==> config.mk <==
export PLATFORM = sky130hd
export DESIGN_NAME = shc_codec
export DESIGN_NICKNAME = d
export VERILOG_FILES = /design/src/shc_pkg.sv /design/src/shc_codec.sv
export SDC_FILE = /design/constraint.sdc
export NUM_CORES = 1
export LEC_CHECK = 0
export ABC_AREA = 1
export BUFFER_PORTS_ARGS = -buffer_cell sky130_fd_sc_hd__buf_2
export CELL_PAD_IN_SITES_DETAIL_PLACEMENT = 0
export CELL_PAD_IN_SITES_GLOBAL_PLACEMENT = 2
export CORE_UTILIZATION = 27
export DETAILED_ROUTE_END_ITERATION = 7
export PLACE_DENSITY = 0.95
export REMOVE_ABC_BUFFERS = 1
export SYNTH_ARGS = -nofsm -noshare
export SYNTH_HDL_FRONTEND = slang
export SYNTH_SLANG_ARGS = --single-unit
==> constraint.sdc <==
create_clock -name clk -period 5.55 [get_ports clk]
set_clock_uncertainty 0.05 [all_clocks]
set_input_delay 1.3875 -clock clk [delete_from_list [all_inputs] [get_ports clk]]
set_output_delay 1.3875 -clock clk [all_outputs]
set_load 0.02 [all_outputs]
==> src/shc_pkg.sv <==
// Purpose: Shared constants and field carriers for the stack header field codec.
// Assumes: Header bits 46:0 are handled; upper fields live elsewhere.
// Notes:   Field positions are given as low bit only; widths are written at each use.
package shc_pkg;

   //------------------------------------------------------------
   // Widths
   //------------------------------------------------------------
   localparam int HDR_W = 47;

   //------------------------------------------------------------
   // Field positions
   //------------------------------------------------------------
   localparam int FWD_LSB   = 44;
   localparam int DST_B42   = 42;
   localparam int UNIT_LSB  = 37;
   localparam int DST_B36   = 36;
   localparam int PORT_LSB  = 32;
   localparam int TTLK_BIT  = 41;
   localparam int PCP_LSB   = 29;
   localparam int DEI_BIT   = 28;
   localparam int VID_LSB   = 16;
   localparam int TAGD_BIT  = 15;
   localparam int TTYP_BIT  = 14;
   localparam int IPC_LSB   = 12;
   localparam int SPT_BIT   = 11;
   localparam int SAM_BIT   = 10;
   localparam int SUNIT_LSB = 5;

   //------------------------------------------------------------
   // Reset values
   //------------------------------------------------------------
   localparam logic [HDR_W-1:0] HDR_RST = 47'h0000_0000_0000;

   //------------------------------------------------------------
   // Forward kinds
   //------------------------------------------------------------
   typedef enum logic [2:0] {
      fwd_local_lookup   = 3'h0,
      port_a             = 3'h1,
      fwd_port_b         = 3'h2,
      fwd_group          = 3'h3,
      fwd_global_mirror  = 3'h4,
      fwd_cpu_one_unit   = 3'h5,
      fwd_cpu_every_unit = 3'h6,
      fwd_reserved       = 3'h7
   } shc_fwd_t;

   // Ingress port class codes
   localparam logic [1:0] IPC_PROMISC   = 2'h0;
   localparam logic [1:0] IPC_COMMUNITY = 2'h1;
   localparam logic [1:0] IPC_ISOLATED  = 2'h2;

   //------------------------------------------------------------
   // Carriers
   //------------------------------------------------------------
   typedef struct packed {
      shc_fwd_t    forwardKind;
      logic [10:0] rewriteCommand;
      logic        destInternal;
      logic [4:0]  destUnit;
      logic [4:0]  destPortNumber;
      logic [9:0]  groupIndex;
      logic        ttlKeep;
      logic [2:0]  classifiedPriorityCode;
      logic        classifiedDropEligible;
      logic [11:0] classifiedVlanId;
      logic        wasTagged;
      logic        serviceTag;
      logic [1:0]  ingressPortClass;
      logic        srcIsGroup;
      logic        srcInternal;
      logic [4:0]  srcUnit;
      logic [4:0]  srcPort;
      logic [4:0]  sourceAggregationGroup;
   } shc_fields_t;

   typedef struct packed {
      logic             packValid;
      logic [HDR_W-1:0] packHdr;
      logic             parseValid;
      shc_fields_t      parseFields;
      logic             parseBadKind;
   } shc_state_t;

endpackage : shc_pkg

==> src/shc_codec.sv <==
// Purpose: Pack and unpack the destination, tag and source header groups.
// Assumes: Requests come from logic on clk; one result per request, 1 cycle later.
// Notes:   Functional notes
//
// Functional notes
// [RQ1] Bits 46:44 select forward kind; codes 0..6 defined, 7 reserved.
// [RQ2] Local lookup or global mirror: bits 42:32 carry eleven-bit rewrite command.
// [RQ3] Logical port kind: bit 42 is destination port type, 1 internal.
// [RQ4] Logical, physical, one-unit CPU: bits 41:37 give destination unit.
// [RQ5] Logical port kind: bits 36:32 give logical destination port.
// [RQ6] Physical port kind: bit 42 zero, bits 36:32 physical port.
// [RQ7] Group kind: bit 42 zero, bits 41:32 ten-bit group index.
// [RQ8] One-unit CPU: bits 42 and 36 zero, bits 35:32 CPU port.
// [RQ9] Every-unit CPU: bit 41 keeps TTL, bits 42 and 40:36 zero.
// [RQ10] Sender drives every reserved destination position to zero.
// [RQ11] Priority code 31:29, drop eligible 28, VLAN id 27:16.
// [RQ12] Bit 15 set when frame arrived tagged.
// [RQ13] Bit 14: zero customer tag 0x8100, one service tag 0x88A8.
// [RQ14] Bits 13:12 port class: 00 promiscuous, 01 community, 10 isolated.
// [RQ15] Bit 10 source addressing: zero individual port, one aggregation group.
// [RQ16] Bit 11 individual: 0 unit port, 1 internal; group: zero.
// [RQ17] Individual source: bits 9:5 give source unit.
// [RQ18] Individual unit-port source: bits 4:0 give logical source port.
// [RQ19] Individual internal source: bits 3:0 give internal port number.
// [RQ20] Group source: five-bit aggregation group identifier in lowest bits.
// [RQ21] Parser decodes by forward kind, ignores reserved; packer zeroes undefined bits.
`timescale 1ns/100ps

module shc_codec
   import shc_pkg::*;
(
   input  wire logic             clk,
   input  wire logic             arst_n,
   input  wire logic             packReq,
   input  wire shc_fields_t      packFields,
   input  wire logic             parseReq,
   input  wire logic [HDR_W-1:0] parseHdr,
   output logic                  packValid,
   output logic [HDR_W-1:0]      packHdr,
   output logic                  parseValid,
   output shc_fields_t           parseFields,
   output logic                  parseBadKind
);

   //------------------------------------------------------------
   // Reset release
   //------------------------------------------------------------
   logic rstSync1_r;
   logic rstSync2_r;

   // Async assert, clocked release so all state leaves reset together
   always_ff @(posedge clk or negedge arst_n) begin
      if (!arst_n) begin
         rstSync1_r <= 1'b0;
         rstSync2_r <= 1'b0;
      end else begin
         rstSync1_r <= 1'b1;
         rstSync2_r <= rstSync1_r;
      end
   end

   //------------------------------------------------------------
   // Packing function
   //------------------------------------------------------------
   // Starts from zero so every position the kind leaves undefined stays zero
   function automatic logic [HDR_W-1:0] pack_hdr(input shc_fields_t f);
      logic [HDR_W-1:0] h;
      h = HDR_RST;
      h[FWD_LSB +: 3] = f.forwardKind;                               // [RQ1]
      case (f.forwardKind)
         fwd_local_lookup, fwd_global_mirror: begin
            h[PORT_LSB +: 11] = f.rewriteCommand;                   // [RQ2]
         end
         port_a: begin
            h[DST_B42]         = f.destInternal;                    // [RQ3]
            h[UNIT_LSB +: 5]   = f.destUnit;                        // [RQ4]
            h[PORT_LSB +: 5]   = f.destPortNumber;                  // [RQ5]
         end
         fwd_port_b: begin
            h[UNIT_LSB +: 5]   = f.destUnit;                        // [RQ4]
            h[PORT_LSB +: 5]   = f.destPortNumber;                  // [RQ6]
         end
         fwd_group: begin
            h[PORT_LSB +: 10]  = f.groupIndex;                      // [RQ7]
         end
         fwd_cpu_one_unit: begin
            h[UNIT_LSB +: 5]   = f.destUnit;                        // [RQ4]
            h[PORT_LSB +: 4]   = f.destPortNumber[3:0];             // [RQ8]
         end
         fwd_cpu_every_unit: begin
            h[TTLK_BIT]        = f.ttlKeep;                         // [RQ9]
            h[PORT_LSB +: 4]   = f.destPortNumber[3:0];             // [RQ9]
         end
         default: begin
            h[PORT_LSB +: 11]  = 11'h000;                           // [RQ21]
         end
      endcase
      h[PCP_LSB +: 3]  = f.classifiedPriorityCode;                  // [RQ11]
      h[DEI_BIT]       = f.classifiedDropEligible;                  // [RQ11]
      h[VID_LSB +: 12] = f.classifiedVlanId;                        // [RQ11]
      h[TAGD_BIT]      = f.wasTagged;                               // [RQ12]
      h[TTYP_BIT]      = f.serviceTag;                              // [RQ13]
      h[IPC_LSB +: 2]  = f.ingressPortClass;                        // [RQ14]
      h[SAM_BIT]       = f.srcIsGroup;                              // [RQ15]
      if (f.srcIsGroup) begin
         h[4:0] = f.sourceAggregationGroup;                         // [RQ20]
      end else begin
         h[SPT_BIT]          = f.srcInternal;                       // [RQ16]
         h[SUNIT_LSB +: 5]   = f.srcUnit;                           // [RQ17]
         if (f.srcInternal) begin
            h[3:0] = f.srcPort[3:0];                                // [RQ19]
         end else begin
            h[4:0] = f.srcPort;                                     // [RQ18]
         end
      end
      return h;
   endfunction : pack_hdr

   //------------------------------------------------------------
   // Parsing function
   //------------------------------------------------------------
   // Fields not defined for the received kind come out as zero
   function automatic shc_fields_t parse_hdr(input logic [HDR_W-1:0] h);
      shc_fields_t f;
      f = '0;
      f.forwardKind = shc_fwd_t'(h[FWD_LSB +: 3]);                 // [RQ1]
      case (shc_fwd_t'(h[FWD_LSB +: 3]))
         fwd_local_lookup, fwd_global_mirror: begin
            f.rewriteCommand = h[PORT_LSB +: 11];                   // [RQ2]
         end
         port_a: begin
            f.destInternal   = h[DST_B42];                          // [RQ3]
            f.destUnit       = h[UNIT_LSB +: 5];                    // [RQ4]
            f.destPortNumber = h[PORT_LSB +: 5];                    // [RQ5]
         end
         fwd_port_b: begin
            f.destUnit       = h[UNIT_LSB +: 5];                    // [RQ4]
            f.destPortNumber = h[PORT_LSB +: 5];                    // [RQ6]
         end
         fwd_group: begin
            f.groupIndex     = h[PORT_LSB +: 10];                   // [RQ7]
         end
         fwd_cpu_one_unit: begin
            f.destUnit       = h[UNIT_LSB +: 5];                    // [RQ4]
            f.destPortNumber = {1'b0, h[PORT_LSB +: 4]};            // [RQ8]
         end
         fwd_cpu_every_unit: begin
            f.ttlKeep        = h[TTLK_BIT];                         // [RQ9]
            f.destPortNumber = {1'b0, h[PORT_LSB +: 4]};            // [RQ21]
         end
         default: begin
            f.rewriteCommand = 11'h000;                             // [RQ21]
         end
      endcase
      f.classifiedPriorityCode = h[PCP_LSB +: 3];                   // [RQ11]
      f.classifiedDropEligible = h[DEI_BIT];                        // [RQ11]
      f.classifiedVlanId       = h[VID_LSB +: 12];                  // [RQ11]
      f.wasTagged              = h[TAGD_BIT];                       // [RQ12]
      f.serviceTag             = h[TTYP_BIT];                       // [RQ13]
      f.ingressPortClass       = h[IPC_LSB +: 2];                   // [RQ14]
      f.srcIsGroup             = h[SAM_BIT];                        // [RQ15]
      if (h[SAM_BIT]) begin
         f.sourceAggregationGroup = h[4:0];                         // [RQ20]
      end else begin
         f.srcInternal = h[SPT_BIT];                                // [RQ16]
         f.srcUnit     = h[SUNIT_LSB +: 5];                         // [RQ17]
         f.srcPort     = h[SPT_BIT] ? {1'b0, h[3:0]} : h[4:0];      // [RQ18] [RQ19]
      end
      return f;
   endfunction : parse_hdr

   //------------------------------------------------------------
   // State
   //------------------------------------------------------------
   shc_state_t state_r;
   shc_state_t state_nxt;

   // Results hold until the next request so a slow consumer still sees them
   always_comb begin
      state_nxt            = state_r;
      state_nxt.packValid  = packReq;
      state_nxt.parseValid = parseReq;
      if (packReq) begin
         state_nxt.packHdr = pack_hdr(packFields);
      end
      if (parseReq) begin
         state_nxt.parseFields  = parse_hdr(parseHdr);
         state_nxt.parseBadKind = (parseHdr[FWD_LSB +: 3] == fwd_reserved); // [RQ1]
      end
   end

   // Single state register
   always_ff @(posedge clk or negedge rstSync2_r) begin
      if (!rstSync2_r) begin
         state_r <= '0;
      end else begin
         state_r <= state_nxt;
      end
   end

   assign packValid    = state_r.packValid;
   assign packHdr      = state_r.packHdr;
   assign parseValid   = state_r.parseValid;
   assign parseFields  = state_r.parseFields;
   assign parseBadKind = state_r.parseBadKind;

   //------------------------------------------------------------
   // Checks
   //------------------------------------------------------------
   a_pack_kind: assert property (@(posedge clk) disable iff (!rstSync2_r) // [RQ1]
      packReq |=> packHdr[FWD_LSB +: 3] == $past(packFields.forwardKind))
      else $error("forward kind not packed");
   a_pack_rewrite: assert property (@(posedge clk) disable iff (!rstSync2_r) // [RQ2]
      packReq && (packFields.forwardKind == fwd_global_mirror
                  || packFields.forwardKind == fwd_local_lookup)
      |=> packHdr[42:32] == $past(packFields.rewriteCommand))
      else $error("rewrite command misplaced");
   a_pack_logical: assert property (@(posedge clk) disable iff (!rstSync2_r) // [RQ5]
      packReq && packFields.forwardKind == port_a
      |=> packHdr[36:32] == $past(packFields.destPortNumber)
          && packHdr[42] == $past(packFields.destInternal))
      else $error("logical destination wrong");
   a_pack_phys_zero: assert property (@(posedge clk) disable iff (!rstSync2_r) // [RQ6]
      packReq && packFields.forwardKind == fwd_port_b |=> packHdr[42] == 1'b0)
      else $error("physical bit 42 not zero");
   a_pack_group: assert property (@(posedge clk) disable iff (!rstSync2_r) // [RQ7]
      packReq && packFields.forwardKind == fwd_group
      |=> packHdr[41:32] == $past(packFields.groupIndex) && !packHdr[42])
      else $error("group index wrong");
   a_pack_cpu_one: assert property (@(posedge clk) disable iff (!rstSync2_r) // [RQ8]
      packReq && packFields.forwardKind == fwd_cpu_one_unit
      |=> !packHdr[42] && !packHdr[36] && packHdr[41:37] == $past(packFields.destUnit))
      else $error("one-unit cpu layout wrong");
   a_pack_cpu_all: assert property (@(posedge clk) disable iff (!rstSync2_r) // [RQ9]
      packReq && packFields.forwardKind == fwd_cpu_every_unit
      |=> packHdr[40:36] == 5'h0 && !packHdr[42] && packHdr[41] == $past(packFields.ttlKeep))
      else $error("every-unit cpu layout wrong");
   a_pack_tag: assert property (@(posedge clk) disable iff (!rstSync2_r) // [RQ11]
      packReq |=> packHdr[27:16] == $past(packFields.classifiedVlanId)
                  && packHdr[15] == $past(packFields.wasTagged))
      else $error("tag group wrong");
   a_pack_glag: assert property (@(posedge clk) disable iff (!rstSync2_r) // [RQ16]
      packReq && packFields.srcIsGroup
      |=> packHdr[10] && !packHdr[11] && packHdr[4:0] == $past(packFields.sourceAggregationGroup))
      else $error("group source wrong");
   a_parse_round: assert property (@(posedge clk) disable iff (!rstSync2_r) // [RQ21]
      parseReq && parseHdr[46:44] == 3'h3
      |=> parseFields.groupIndex == $past(parseHdr[41:32]) && parseFields.destUnit == 5'h0)
      else $error("parse not by kind");
   a_parse_hold: assert property (@(posedge clk) disable iff (!rstSync2_r) // [RQ17]
      parseValid && !parseReq |=> $stable(parseFields))
      else $error("parse result not held");

   c_pack_logical: cover property (@(posedge clk) disable iff (!rstSync2_r)
      packReq && packFields.forwardKind == port_a);
   c_parse_group: cover property (@(posedge clk) disable iff (!rstSync2_r)
      parseReq && parseHdr[10]);
   c_parse_bad: cover property (@(posedge clk) disable iff (!rstSync2_r) parseBadKind);
   c_back_to_back: cover property (@(posedge clk) disable iff (!rstSync2_r)
      packReq ##1 packReq);

endmodule : shc_codec

* Yosys cells after proc, flatten, opt, wreduce, memory -nomap -nowiden *
Cells that the tools add are included.

word-level totals
  register bits = 124
  ROM bits = 0
  input port bits = 124
  bits in latches = 0
  bits in writable memories = 0
  output and inout port bits = 123
  word-level logic and storage cells = 65
  memories = 0

operators by class
  divide/modulo/power cells = 0
  eq/ne operators = 13
  shifts and indexed selects = 0
  muxes and demuxes = 18
  order comparisons = 0
  multipliers = 0
  add/subtract/negate cells = 0
  reductions and logical operators = 10
  bitwise operators = 0

operators by type and width
  operator            number
  $mux 5              5
  $pmux 4 s3          2
  $mux 11             2
  $eq 3x3->1 const B  7
  $eq 3x2->1 const B  4
  $mux 10             1
  $pmux 5 s2          1
  $reduce_or 2->1     5
  $eq 3x1->1 const B  2
  $logic_not 3->1     2
  $reduce_or 3->1     2
  $mux 1              4
  $pmux 1 s4          1
  $reduce_or 4->1     1
  $pmux 1 s3          1
  $pmux 1 s2          1

* Longest topological paths before layout *
  depth after elaboration = 3
  mapped depth = 8

* Worst setup path before layout *
OpenSTA, ideal clock, no wires.

  kind = in2reg
  start point = input packReq
  end point = register state_r (netlist bit packHdr[22])
  setup slack = 3450 ps
  arrival = 1933 ps
  library setup time = 117 ps
  stages = 6
  required time = 5383 ps
  cell sequence = buf_6 inv_2 buf_4 buf_4 nand2_1 nand2_1

RTL lines
  what                  RTL line          text
  start, declared       shc_codec.sv:34   input wire logic packReq,
  end signal, assigned  shc_codec.sv:197  state_r <= state_nxt;
  end, declared         shc_codec.sv:175  shc_state_t state_r;

==> results_dict.tcl <==
set metrics [dict create \
    outcome "finished, final reports clean" \
    power_frac_comb 0.143 \
    grt_overflow 0 \
    tns_ps 0 \
    placed_cell_area_mm2 0.00635 \
    slowest_delay_ps 570 \
    p_sw_frac 0.268 \
    first_global_vias 4264 \
    synth_cell_type_count 22 \
    ctsRootBufferMaster "clkbuf_16" \
    path_cells "buf_2, inv_2, nor2_2, a22o_1" \
    drt_iter0_markers 180 \
    fillerInstances 1915 \
    syn_area_per_cell_um2 8.88 \
    finalCriticalPeriod_ps 2870 \
    cts_hold_buf 0 \
    max_freq_mhz 349 \
    cts_tree "done" \
    drt-wirelength-per-cell_um 13.7 \
    synth_cells 558 \
    io_pins 247 \
    synth.ff_latch_count 124 \
    drc 0 \
    rsz0062_at_grt "no" \
    drtAntennaViolNets 0 \
    clockPowerShare 0.440 \
    htree_levels 4 \
    hp-class "flop to flop" \
    hold_ws_ps 303 \
    crit_buf_inv 2 \
    fp.dieH_um 138 \
    dp_hpwl_um 10100 \
    setup_viol 0 \
    cp_max_fo 50 \
    crit_path_top_delay_cell "buf_2" \
    core_mm2 0.0180 \
    dr.pass1.iters 4 \
    grt_pass1_wl_um 22100 \
    netlist_area_mm2 0.00496 \
    vias 4393 \
    cts.sinks 124 \
    endpoint_kind "flop" \
    hold_viol_final 0 \
    final_util 0.385 \
    area_growth_syn_to_layout_pct 39.7 \
    cp.required_ps 5840 \
    cts_buffer_depth 2 \
    finalNonFillerCells 1042 \
    peakVddDrop_mv 0.197 \
    nets 924 \
    routed_via_density 4.22 \
    antenna_found_initial 0 \
    die_x_um 138 \
    start_util 0.276 \
    die_area_mm2 0.0189 \
    row_count 49 \
    final_layout_size_suffix_gt1_frac 0.349 \
    multi_input_area_mm2 0.00162 \
    synth-seq-area-share 0.626 \
    cts_made_buffers 17 \
    share_seq_of_total_power 0.417 \
    grt_max_degree 64 \
    arrival_ps 3160 \
    path_clk_slew_ps 50 \
    worstMarginPinSlew_ps 858 \
    dp.cells 1010 \
    leakage_nw 3.93 \
    internal_power_mw 1.79 \
    fin_crit_sh 0.517 \
    final_area_mm2 0.00692 \
    cts_setup_buffers 0 \
    cp-start-kind "input pin" \
    cpLargestDelayFamily "buffers and inverters" \
    gp_congestion 0.760 \
    ctsResizeCount 0 \
    seqCellArea_mm2 0.00311 \
    path_class "input pin to flop" \
    wl_um 14300 \
    synth-warning-count 0 \
    p_sw_mw 0.654 \
    grtUsageTotal 0.154 \
    max_slew_margin 0.427 \
    maxCapViolations 0 \
    power.density_mw_per_mm2 353 \
    portBuffers 244 \
    clk_latency_ps 400 \
    drv_slew 0 \
]
-- stage by stage --
stage          power (mW)  setup WS, ps
5_1_grt              2.56          2530
3_3_place_gp         1.39          2230
6_report             2.44          2680
2_1_floorplan        1.22          1790
4_1_cts              2.48          2650
3_5_place_dp         1.39          2230
-- metal layers --
layer	routed length, um	up-vias	track usage
met5	0	-	0
met4	172	0	0.0598
met3	627	13	0.0327
met2	7050	116	0.255
met1	6440	2035	0.194
li1	-	2229	-
-- power groups by stage --
| stage | sequential, mW | combinational [mW] | clock, mW |
|---|---|---|---|
| 3_5_place_dp | 1.04 | 0.355 | 0 |
| 4_1_cts | 1.02 | 0.356 | 1.11 |
| 6_report | 1.02 | 0.349 | 1.07 |
| 5_1_grt | 1.03 | 0.387 | 1.15 |
| 3_3_place_gp | 1.03 | 0.354 | 0 |
| 2_1_floorplan | 1.13 | 0.0904 | 0 |
-- worst paths after layout --
kind,from,end,slack [ps],cells after the start
worst max-delay path,packReq,packHdr[6],2680,4
worst min-delay path,rstSync1_r,rstSync2_r,300,0
worst max register to register,rstSync2_r,parseFields[2],3750,1
worst min register to register,rstSync1_r,rstSync2_r,300,0
max in group asynchronous,rstSync2_r,parseFields[2],3750,1
min in group asynchronous,rstSync2_r,parseFields[33],370,0
-- cell usage in the layout (no fill, tap or decap), drive strengths merged --
| cell | count |
|---|---|
| inv | 24 |
| nand2 | 283 |
| a21oi | 2 |
| nor3 | 1 |
| o31ai | 1 |
| a22oi | 1 |
| dfrtp | 124 |
| nand3 | 17 |
| clkinv | 3 |
| conb | 2 |
| buf | 247 |
| o21ai | 54 |
| a22o | 10 |
| clkinvlp | 1 |
| bufinv | 2 |
| nor2 | 15 |
| diode | 1 |
| clkbuf | 25 |
-- kinds of logic (layout without fill, tap and decap cells) --
kind of cell	Yosys count	in the layout	synth area share
flip-flops	124	124	0.626
AND/OR/NAND/NOR	316	316	0.248
AO/OA/AOI/OAI	68	68	0.0772
buffers and inverters	48	302	0.0469
other	2	3	0.00151
-- cells in the mapped netlist --
master	count	area, um^2
buf_2	10	50.1
o31ai_1	1	7.51
a22o_1	10	87.6
buf_4	4	30.0
dfrtp_1	124	3100
conb_1	2	7.51
nor2_2	2	12.5
nand2_1	281	1050
nor2_1	12	45.0
nor2_4	1	11.3
nor3_1	1	5.00
a22oi_1	1	7.51
nand3_1	16	80.1
inv_1	21	78.8
inv_2	3	11.3
buf_6	2	22.5
clkbuf_8	1	13.8
clkbuf_1	7	26.3
nand2_2	2	12.5
nand3_2	1	10.0
o21ai_0	54	270
a21oi_1	2	10.0
-- state kept, by name, summed over array words and instances, names as in the netlist --
signal / cells
rstSync2_r: 1
parseFields: 73
packValid: 1
parseBadKind: 1
parseValid: 1
packHdr: 46
rstSync1_r: 1
-- cell type report --
class,instances,share of cell area
repair buffers,247,0.180
inverters,24,0.0130
diodes,1,0.000361
clock inverters,6,0.0125
multi-input cells,386,0.234
flip-flops and latches,124,0.449
well taps,229,0.0414
clock buffers,25,0.0701
(Power assumes the default switching activity.)
